`src/ceac_defs.svh`:
```
`ifndef CEAC_DEFS_SVH
`define CEAC_DEFS_SVH

// Register offsets on the plain register port
`define CEAC_ADDR_W        4
`define CEAC_OFF_CTRL_A    4'h0
`define CEAC_OFF_ECUT      4'h4
`define CEAC_OFF_RUN       4'h8
`define CEAC_OFF_STAT      4'hc

// Field positions inside channel_control_a
`define CEAC_B_FAST_SEL    0
`define CEAC_B_CHAN_VAL    13
`define CEAC_B_RELAY       14
`define CEAC_F_PILE_LO     15
`define CEAC_F_PILE_HI     16
`define CEAC_B_TRACE_CUT   17
`define CEAC_B_GROUP_SEL   18

// Field positions in the run and status registers
`define CEAC_B_RUN         0
`define CEAC_F_ACC_LO      0
`define CEAC_F_ACC_HI      15
`define CEAC_F_REJ_LO      16
`define CEAC_F_REJ_HI      31

// Widths and reset values
`define CEAC_ENERGY_W      16
`define CEAC_CNT_W         16
`define CEAC_CTRL_A_RST    32'h0000_0000
`define CEAC_ECUT_RST      16'h0000
`define CEAC_CNT_RST       16'h0000
`define CEAC_CNT_ONE       16'h0001
`define CEAC_RDATA_ZERO    32'h0000_0000

`endif

```
`src/ceac_pkg.sv`:
```
`default_nettype none
`include "ceac_defs.svh"

package ceac_pkg;

   // Pileup acceptance modes, field [16:15] of channel_control_a
   typedef enum logic [1:0] {
      ceac_pu_all         = 2'b00,
      ceac_pu_single_only = 2'b01,
      ceac_pu_single_hdr  = 2'b10,
      ceac_pu_piled_only  = 2'b11
   } ceac_pu_mode_t;

   // Event offered by the trigger and pileup logic
   typedef struct packed {
      logic                       piled_up;
      logic [`CEAC_ENERGY_W-1:0]  energy;
   } ceac_evt_t;

   // Verdict handed to the list mode recorder
   typedef struct packed {
      logic record;
      logic keep_trace;
      logic compute_energy;
   } ceac_dec_t;

   // Run-time copy of the control bits this block uses
   typedef struct packed {
      logic          chan_validation_required;
      logic          input_relay_close;
      ceac_pu_mode_t pileup_mode;
      logic          large_pulse_trace_suppress;
      logic          group_trigger_select;
      logic          fast_trigger_select;
   } ceac_cfg_t;

endpackage

`default_nettype wire

```
`src/ceac_top.sv`:
```
// The implementer's own choices: the register offsets and the plain strobed port.
`timescale 1ns/1ps
`default_nettype none
`include "ceac_defs.svh"

module ceac_top (
   input  wire logic                    sys_clk,
   input  wire logic                    reset,
   input  wire logic [`CEAC_ADDR_W-1:0] reg_addr,
   input  wire logic [31:0]             reg_wdata,
   input  wire logic                    reg_wr,
   input  wire logic                    reg_rd,
   output var  logic [31:0]             reg_rdata,
   input  wire logic                    module_fast_trig,
   input  wire logic                    chan_validation_trig,
   input  wire logic                    local_fast_trig,
   input  wire logic                    trace_capture_en,
   input  wire logic                    evt_valid,
   input  wire ceac_pkg::ceac_evt_t     evt,
   output var  logic                    chan_fast_trig,
   output var  logic                    input_relay_close,
   output var  logic                    run_active,
   output var  logic                    rec_valid,
   output var  ceac_pkg::ceac_dec_t     rec
);

   logic [31:0]                ctrl_a_q;
   logic [`CEAC_ENERGY_W-1:0]  ecut_q;
   logic [`CEAC_ENERGY_W-1:0]  ecut_run_q;
   logic                       run_q;
   logic                       run_start;
   ceac_pkg::ceac_cfg_t        cfg_q;
   ceac_pkg::ceac_cfg_t        cfg_d;
   logic                       overlap;
   logic                       coinc_q;
   logic                       coinc_now;
   ceac_pkg::ceac_dec_t        dec_d;
   logic [`CEAC_CNT_W-1:0]     acc_cnt_q;
   logic [`CEAC_CNT_W-1:0]     rej_cnt_q;

   // Verdict for one event under the settings of the current run
   function automatic ceac_pkg::ceac_dec_t ceac_decide(
      input ceac_pkg::ceac_cfg_t       cfg,
      input ceac_pkg::ceac_evt_t       e,
      input logic                      coinc,
      input logic                      trace_en,
      input logic [`CEAC_ENERGY_W-1:0] thr
   );
      ceac_pkg::ceac_dec_t d;
      logic                pass_mode;
      logic                hdr_only;
      logic                too_big;
      pass_mode = 1'b0;
      hdr_only  = 1'b0;
      case (cfg.pileup_mode)
         ceac_pkg::ceac_pu_all: begin
            pass_mode = 1'b1;
         end
         ceac_pkg::ceac_pu_single_only: begin
            pass_mode = !e.piled_up;
         end
         ceac_pkg::ceac_pu_single_hdr: begin
            pass_mode = 1'b1;
            hdr_only  = !e.piled_up;
         end
         ceac_pkg::ceac_pu_piled_only: begin
            pass_mode = e.piled_up;
         end
         default: begin
            pass_mode = 1'b0;
         end
      endcase
      // Piled-up events carry no energy, so the cut only sees single ones
      too_big = cfg.large_pulse_trace_suppress && !e.piled_up
                && (e.energy > thr);
      d.record         = pass_mode && (coinc || !cfg.chan_validation_required);
      d.keep_trace     = d.record && trace_en && !hdr_only && !too_big;
      d.compute_energy = d.record && !e.piled_up;
      return d;
   endfunction

   // Register writes; the run bit is the only one that acts at once
   assign run_start = reg_wr && (reg_addr == `CEAC_OFF_RUN)
                      && reg_wdata[`CEAC_B_RUN] && !run_q;

   always_ff @(posedge sys_clk) begin
      if (reset) begin
         ctrl_a_q <= `CEAC_CTRL_A_RST;
         ecut_q   <= `CEAC_ECUT_RST;
         run_q    <= 1'b0;
      end else if (reg_wr) begin
         case (reg_addr)
            `CEAC_OFF_CTRL_A: begin
               ctrl_a_q <= reg_wdata;
            end
            `CEAC_OFF_ECUT: begin
               ecut_q <= reg_wdata[`CEAC_ENERGY_W-1:0];
            end
            `CEAC_OFF_RUN: begin
               run_q <= reg_wdata[`CEAC_B_RUN];
            end
            default: begin
               run_q <= run_q;
            end
         endcase
      end
   end

   // Read data one cycle after the strobe; unmapped offsets read zero
   always_ff @(posedge sys_clk) begin
      if (reset) begin
         reg_rdata <= `CEAC_RDATA_ZERO;
      end else if (reg_rd) begin
         case (reg_addr)
            `CEAC_OFF_CTRL_A: reg_rdata <= ctrl_a_q;
            `CEAC_OFF_ECUT:   reg_rdata <= {{(32-`CEAC_ENERGY_W){1'b0}}, ecut_q};
            `CEAC_OFF_RUN:    reg_rdata <= {31'h0000_0000, run_q};
            `CEAC_OFF_STAT:   reg_rdata <= {rej_cnt_q, acc_cnt_q};
            default:          reg_rdata <= `CEAC_RDATA_ZERO;
         endcase
      end else begin
         reg_rdata <= `CEAC_RDATA_ZERO;
      end
   end

   // Settings seen by the logic; software edits mid-run cannot tear an event
   always_comb begin
      cfg_d.chan_validation_required   = ctrl_a_q[`CEAC_B_CHAN_VAL];
      cfg_d.input_relay_close          = ctrl_a_q[`CEAC_B_RELAY];
      cfg_d.pileup_mode                = ceac_pkg::ceac_pu_mode_t'(
                                         ctrl_a_q[`CEAC_F_PILE_HI:`CEAC_F_PILE_LO]);
      cfg_d.large_pulse_trace_suppress = ctrl_a_q[`CEAC_B_TRACE_CUT];
      cfg_d.group_trigger_select       = ctrl_a_q[`CEAC_B_GROUP_SEL];
      cfg_d.fast_trigger_select        = ctrl_a_q[`CEAC_B_FAST_SEL];
   end

   always_ff @(posedge sys_clk) begin
      if (reset) begin
         cfg_q      <= '0;
         ecut_run_q <= `CEAC_ECUT_RST;
      end else if (run_start) begin
         cfg_q      <= cfg_d;
         ecut_run_q <= ecut_q;
      end
   end

   assign run_active        = run_q;
   assign input_relay_close = cfg_q.input_relay_close;

   // Fast trigger source selection
   ceac_trig_sel u_trig_sel (
      .sys_clk              (sys_clk),
      .reset                (reset),
      .fast_trigger_select  (cfg_q.fast_trigger_select),
      .group_trigger_select (cfg_q.group_trigger_select),
      .module_fast_trig     (module_fast_trig),
      .chan_validation_trig (chan_validation_trig),
      .local_fast_trig      (local_fast_trig),
      .chan_fast_trig       (chan_fast_trig)
   );

   // Coincidence since last event; a fresh overlap beats the clear
   assign overlap   = chan_fast_trig && chan_validation_trig;
   assign coinc_now = coinc_q || overlap;

   always_ff @(posedge sys_clk) begin
      if (reset) begin
         coinc_q <= 1'b0;
      end else if (overlap) begin
         coinc_q <= 1'b1;
      end else if (evt_valid) begin
         coinc_q <= 1'b0;
      end
   end

   assign dec_d = ceac_decide(cfg_q, evt, coinc_now, trace_capture_en, ecut_run_q);

   // Verdict stands for one cycle, one cycle after the event strobe
   always_ff @(posedge sys_clk) begin
      if (reset) begin
         rec_valid <= 1'b0;
         rec       <= '0;
      end else begin
         rec_valid <= evt_valid && run_q;
         rec       <= (evt_valid && run_q) ? dec_d : '0;
      end
   end

   // Accepted and discarded event counts, cleared at each run start
   always_ff @(posedge sys_clk) begin
      if (reset || run_start) begin
         acc_cnt_q <= `CEAC_CNT_RST;
         rej_cnt_q <= `CEAC_CNT_RST;
      end else if (evt_valid && run_q) begin
         if (dec_d.record) begin
            acc_cnt_q <= acc_cnt_q + `CEAC_CNT_ONE;
         end else begin
            rej_cnt_q <= rej_cnt_q + `CEAC_CNT_ONE;
         end
      end
   end

   logic evt_in_run;
   assign evt_in_run = evt_valid && run_q;
endmodule

`default_nettype wire

```
`src/ceac_trig_sel.sv`:
```
`timescale 1ns/1ps
`default_nettype none

// Fast trigger source multiplexer, registered to keep the output glitch free
module ceac_trig_sel (
   input  wire logic sys_clk,
   input  wire logic reset,
   input  wire logic fast_trigger_select,
   input  wire logic group_trigger_select,
   input  wire logic module_fast_trig,
   input  wire logic chan_validation_trig,
   input  wire logic local_fast_trig,
   output var  logic chan_fast_trig
);

   logic sel_d;

   // Module trigger overrides group select; group picks validation over local
   always_comb begin
      if (fast_trigger_select) begin
         sel_d = module_fast_trig;
      end else if (group_trigger_select) begin
         sel_d = chan_validation_trig;
      end else begin
         sel_d = local_fast_trig;
      end
   end

   always_ff @(posedge sys_clk) begin
      if (reset) begin
         chan_fast_trig <= 1'b0;
      end else begin
         chan_fast_trig <= sel_d;
      end
   end

endmodule

`default_nettype wire

```
`config.mk`:
```
export PLATFORM = sky130hd
export DESIGN_NAME = ceac_top
export DESIGN_NICKNAME = d
export VERILOG_FILES = /design/src/ceac_pkg.sv /design/src/ceac_top.sv /design/src/ceac_trig_sel.sv
export VERILOG_INCLUDE_DIRS = /design/src
export SDC_FILE = /design/constraint.sdc
export NUM_CORES = 1
export LEC_CHECK = 0
export CAP_MARGIN = 30
export CORE_MARGIN = 5
export CORE_UTILIZATION = 60
export DETAILED_ROUTE_END_ITERATION = 8
export DONT_BUFFER_PORTS = 1
export PLACE_DENSITY = 0.76
export SYNTH_ARGS = -nofsm -noshare
export SYNTH_HDL_FRONTEND = slang
export SYNTH_SLANG_ARGS = --single-unit
```
`constraint.sdc`:
```
create_clock -name sys_clk -period 2.71 [get_ports sys_clk]
set_input_delay 0.271 -clock sys_clk [delete_from_list [all_inputs] [get_ports sys_clk]]
set_output_delay 0.271 -clock sys_clk [all_outputs]
set_load 0.03 [all_outputs]
```
Word level (Yosys, flattened, before mapping)

Cells that the tools add are included.

Output and inout port bits: 39
Word-level logic and storage cells: 69
Input bits: 62
Flip-flop bits (word level): 142

Muxes and demuxes: 7
Add/subtract/negate cells: 2
Eq/ne operators: 6
Order comparisons: 1
Reduce and logical (&&, ||, !) cells: 31
Bitwise operators: 3

Operators by type and width:

| kind                                                             | number |
|---|---|
| 32-bit one-hot mux with 4 select lines                           | 1 |
| 16-bit by 1-bit adder with 16-bit output (second input constant) | 2 |
| 16-bit > comparator                                              | 1 |
| 1-bit logical AND                                                | 12 |
| 2-bit AND reduction                                              | 5 |
| 4-bit == test (second input constant)                            | 2 |
| 2-bit OR reduction                                               | 3 |
| 1-bit zero test                                                  | 5 |
| 1-bit two-way mux                                                | 5 |
| 2-bit == test (second input constant)                            | 2 |
| 4-bit by 3-bit == test with 1-bit output (second input constant) | 1 |
| 4-bit zero test                                                  | 1 |
| 1-bit logical OR                                                 | 3 |
| 1-bit inverter                                                   | 3 |
| 1-bit one-hot mux with 3 select lines                            | 1 |
| 2-bit by 1-bit == test with 1-bit output (second input constant) | 1 |
| 2-bit zero test                                                  | 1 |
| 2-bit nonzero test                                               | 1 |

Longest topological paths before layout

Depth after elaboration: 7
Depth in mapped cells: 8
Gate-level depth less buffers: 7

Hierarchy

Synthesis repeated with hierarchy kept, for this count alone.

Cell total of the unflattened synthesis: 673
Area, all modules: 5874.4 µm²

Modules (own cells, without submodules):

| module        | seq. area each (µm²) | cells an instance | area each (µm²) | times used |
|---|---|---|---|---|
| ceac_top      | 2822.7               | 668               | 5821.8          | 1 |
| ceac_trig_sel | 20.0                 | 5                 | 52.6            | 1 |

Worst setup path after synthesis

OpenSTA, ideal clock, no wires.

Kind: register -> register
Start: reg u_trig_sel.chan_fast_trig
End: reg rej_cnt_q[15]
Clock period less this slack: 1911 ps
Arrival time: 1841 ps
Setup time: 70 ps
Stages on the path, launching flop included: 6
Data required time: 2640 ps
Buffers on the path: 0
Path slack: 799 ps
Cell sequence: dfxtp_1 and2_1 o22a_1 or4b_4 or3_1 a21oi_1

Word-level cells in the longest chain between the ends: 6

RTL lines:

| item                          | line                | text |
|---|---|---|
| start, declared               | ceac_trig_sel.sv:13 | `output var logic chan_fast_trig` |
| start signal, assigned        | ceac_trig_sel.sv:33 | `chan_fast_trig <= sel_d;` |
| 1-bit logical AND             | ceac_top.sv:163     | `assign overlap = chan_fast_trig && chan_validation_trig;` |
| 1-bit logical OR              | ceac_top.sv:164     | `assign coinc_now = coinc_q \|\| overlap;` |
| 1-bit logical OR              | ceac_top.sv:76      | `d.record = pass_mode && (coinc \|\| !cfg.chan_validation_required);` |
| 1-bit logical AND             | ceac_top.sv:76      |  |
| 1-bit inverter (no line)      | --                  |  |
| 2-bit AND reduction (no line) | --                  |  |
| end signal, assigned          | ceac_top.sv:193     | `` rej_cnt_q <= `CEAC_CNT_RST; `` |
| end signal, assigned          | ceac_top.sv:198     | `` rej_cnt_q <= rej_cnt_q + `CEAC_CNT_ONE; `` |
| end, declared                 | ceac_top.sv:39      | `` logic [`CEAC_CNT_W-1:0] rej_cnt_q; `` |

Every way passes these cells.
A chain may end at the register's enable or synchronous reset.

Worst setup path in the final report

Same ends and word-level chain as after synthesis.

==> summary.txt <==
Global route
  • Global-route wire length before repair: 24700 um
  • GRT overflow: 0
  • Tot GR Track Use: 0.269
  • Initial antenna violation count: 1
  • Number of global-route vias before repair: 4936
  • Pin count of the biggest net entering global routing: 78

Setup path
  • CP Data Required Time: 3.14 ns
  • Setup crit start kind: register
  • R2r setup slk: 0.71 ns
  • Worst path max stage delay: 0.55 ns
  • CP cell instances: and2_1, o22a_1, or4b_4, or3_1, a21oi_1
  • Crit end category: register
  • Reg2reg path depth: 5
  • Crit path max fanout: 4
  • Critical path arrival: 2.43 ns
  • Critical Path Slowest Stage Cell: or4b_4
  • Setup Crit Path Kind: register to register
  • Worst R2R End: rej_cnt_q[15]
  • R2r startpoint: u_trig_sel.chan_fast_trig
  • CP Buf/Inv Count: 0
  • CP top delay family: simple AND/OR/NAND/NOR gates

Final layout
  • Layout Nets: 768
  • Antenna diodes: 0
  • Layout cell share with drive strength beyond 1: 0.0729
  • Fillers: 684
  • Core Util, Final: 0.740
  • Syn-to-layout area delta: 20.0%

Timing
  • Setup TNS: 0 ns
  • Hold Vio Cnt, Final: 0
  • Fin crit share: 0.738
  • Worst Skew: 0.00835 ns
  • Rel. slew slack: 0.324
  • Final setup vio count: 0
  • Slew Limit Fails: 0
  • RSZ-0062 raised after global routing: no
  • Worst-margin pin slew: 1.01 ns
  • Min Tclk post-route: 2.00 ns
  • Fmax: 500 MHz

Floorplan
  • Initial Utilization: 0.617
  • Die ar.: 11600 sq um
  • Core area: 9280 sq um
  • I/O Pins: 101
  • Die Span Y: 108 um
  • Width of the die: 108 um
  • # rows: 35

Yosys
  • Post-Syn Area: 5730 sq um
  • #FFs+latches synth: 142
  • Seq/Total Area, Yosys: 0.497
  • Gate Count Post-Synth: 659
  • Top cells by instance count after synthesis: dfxtp_1, nand2_1, nor2_1
  • Synth cell types: 39
  • Post-synth EDFFs: 0
  • Synth area leaders: dfxtp_1, nand2_1, nor2_1
  • Area leader, netlist: dfxtp_1
  • Share of Yosys cell area claimed by the top area cell type: 0.497
  • Top FF cell, synth: dfxtp_1
  • Post-synth ARST share: 0
  • Top-count cell post-synth: dfxtp_1
  • Mean Syn Cell Area: 8.69 sq um
  • Ys Warns: 0
  • Syn Nets: 739

Clocking
  • Post-CTS Setup Bufs: 0
  • Total CTS buffers: 17
  • Cts repair resizes: 0
  • Clk_lat worst skew: 0.51 ns
  • Cts hold-fix bufs: 38
  • Clock root buffer master: clkbuf_8
  • H-Tree Depth: 4
  • Reg clk slew, reported paths: 0.06 ns
  • CTS tree: yes
  • Clk sinks: 142
  • Longest Clk Path Bufs: 2

Pwr
  • Total power draw: 0.00472 W
  • Sw power: 0.000961 W
  • Clk network pwr share: 0.517
  • Logic pwr share: 0.036
  • PD cells: 687 nW/um^2
  • Leak pwr: 2.34 nW
  • P_int: 0.00376 W
  • VDD IR max: 436 uV
  • Seq pwr share: 0.447
  • Sw frac: 0.204

Route
  • Routed Antenna Nets: 0
  • Vias per cell: 6.05
  • Routed vias: 5018
  • Met2 WL post-DR: 6760 um
  • Drt first pass iters: 5
  • Final wirelength: 15400 um
  • DRC errors left: 0
  • Top sig layer: met4
  • M1 wire length: 6560 um
  • Met3 Wirelength: 1620 um
  • Drt first-iter violations: 491
  • Wire per inst: 18.6 um

Run status
  • Outcome: finished, final reports clean

Placed design
  • Port Buffer Count: 0
  • DPL Wire Length: 9930 um
  • Routability Congestion: 0.871

Min path
  • Min-delay src: evt[16]
  • WHS Path Cells: 4
  • Hold Crit Class: input pin to register
  • Hold endpoint: rec[1]

Run
  • MaxCap Viol Count: 0
[registers in the layout, indices dropped and copies added (netlist names)]
signal                     cells
acc_cnt_q                     16
cfg_q                          6
coinc_q                        1
ctrl_a_q                      32
ecut_q                        16
ecut_run_q                    16
input_relay_close              1
rec                            3
rec_valid                      1
reg_rdata                     32
rej_cnt_q                     16
run_active                     1
u_trig_sel.chan_fast_trig      1
[kinds of logic (layout without fill, tap and decap cells)]
family	count (synthesis)	after routing	share of synthesized area
AO/OA/AOI/OAI	106	106	0.120
buffers and inverters	61	102	0.0417
adder cells (fa/ha/maj)	18	18	0.0393
XOR/XNOR	29	29	0.0444
AND/OR/NAND/NOR	277	277	0.213
flip-flops	142	142	0.497
multiplexers	26	26	0.0457
[cell type report]
cell class                 instances  area [sq um]  share of cell area
clock buffer                      21           469              0.0683
inverter                          21          78.8              0.0115
tap                              129           161              0.0235
sequential                       142          2840               0.414
clock inverter                    10           160              0.0233
timing repair buffer              50           500              0.0729
multi-input combinational        456          2660               0.387
[worst min-delay path, delay by kind of cell]
kind | cells | cell delay [ns]
AND/OR/NAND/NOR | 3 | 0.22
AO/OA/AOI/OAI | 1 | 0.04
[power groups by stage]
stage,combinational (W),clock [W],sequential [W]
CTS,0.000164,0.00246,0.00211
detailed placement,0.0000946,0,0.00216
global route,0.000181,0.00257,0.00211
finish,0.000168,0.00244,0.00211
floorplan,0.0000868,0,0.00215
global placement,0.0000895,0,0.00215
[worst max-delay path by stage]
stage / start / endpoint / slack, ns / depth (start not counted)
after floorplan: u_trig_sel.chan_fast_trig / rej_cnt_q[15] / 0.80 / 5
after global placement: u_trig_sel.chan_fast_trig / rej_cnt_q[15] / 0.77 / 5
after detailed placement: u_trig_sel.chan_fast_trig / rej_cnt_q[15] / 0.76 / 5
after CTS: u_trig_sel.chan_fast_trig / rej_cnt_q[15] / 0.71 / 5
after global routing: u_trig_sel.chan_fast_trig / rej_cnt_q[15] / 0.58 / 5
final: u_trig_sel.chan_fast_trig / rej_cnt_q[15] / 0.71 / 5
[stage by stage]
step / instance area, sq um / setup WS [ns] / hold slack [ns] / cells
3_5_place_dp: 5840 / 0.755 / 0.352 / 760
6_report: 6870 / 0.711 / 0.0576 / 829
3_3_place_gp: 5840 / 0.774 / 0.347 / 760
4_1_cts: 6870 / 0.710 / 0.0491 / 829
5_1_grt: 6870 / 0.575 / 0.0737 / 829
2_1_floorplan: 5730 / 0.799 / 0.350 / 659
[layout by cell type, fill, tap and decap left out, types with 2 or more instances in the layout]
cell type	n
or3_1	2
and4_1	3
dlygate4sd3_1	37
clkinv_4	2
nand3_1	15
xor2_1	12
inv_1	21
buf_4	11
bufinv_16	4
nand2_1	117
xnor2_1	17
and3_1	7
nor3_1	5
a22oi_1	17
a221o_1	2
and2_1	5
ha_1	18
nor2_1	90
o21ai_0	4
nor4_1	12
a222oi_1	15
nand4_1	10
mux2i_1	25
clkinv_2	3
dfxtp_1	142
clkbuf_8	5
clkbuf_16	16
a21o_1	2
a21oi_1	61
nand2b_1	2
[layer usage]
layer | track usage | vias to the layer above
met5 | 0 | -
met4 | 0.111 | 0
met3 | 0.0834 | 48
met2 | 0.405 | 294
met1 | 0.357 | 2355
li1 | - | 2321
No activity file was read; power rests on OpenSTA's default activity.
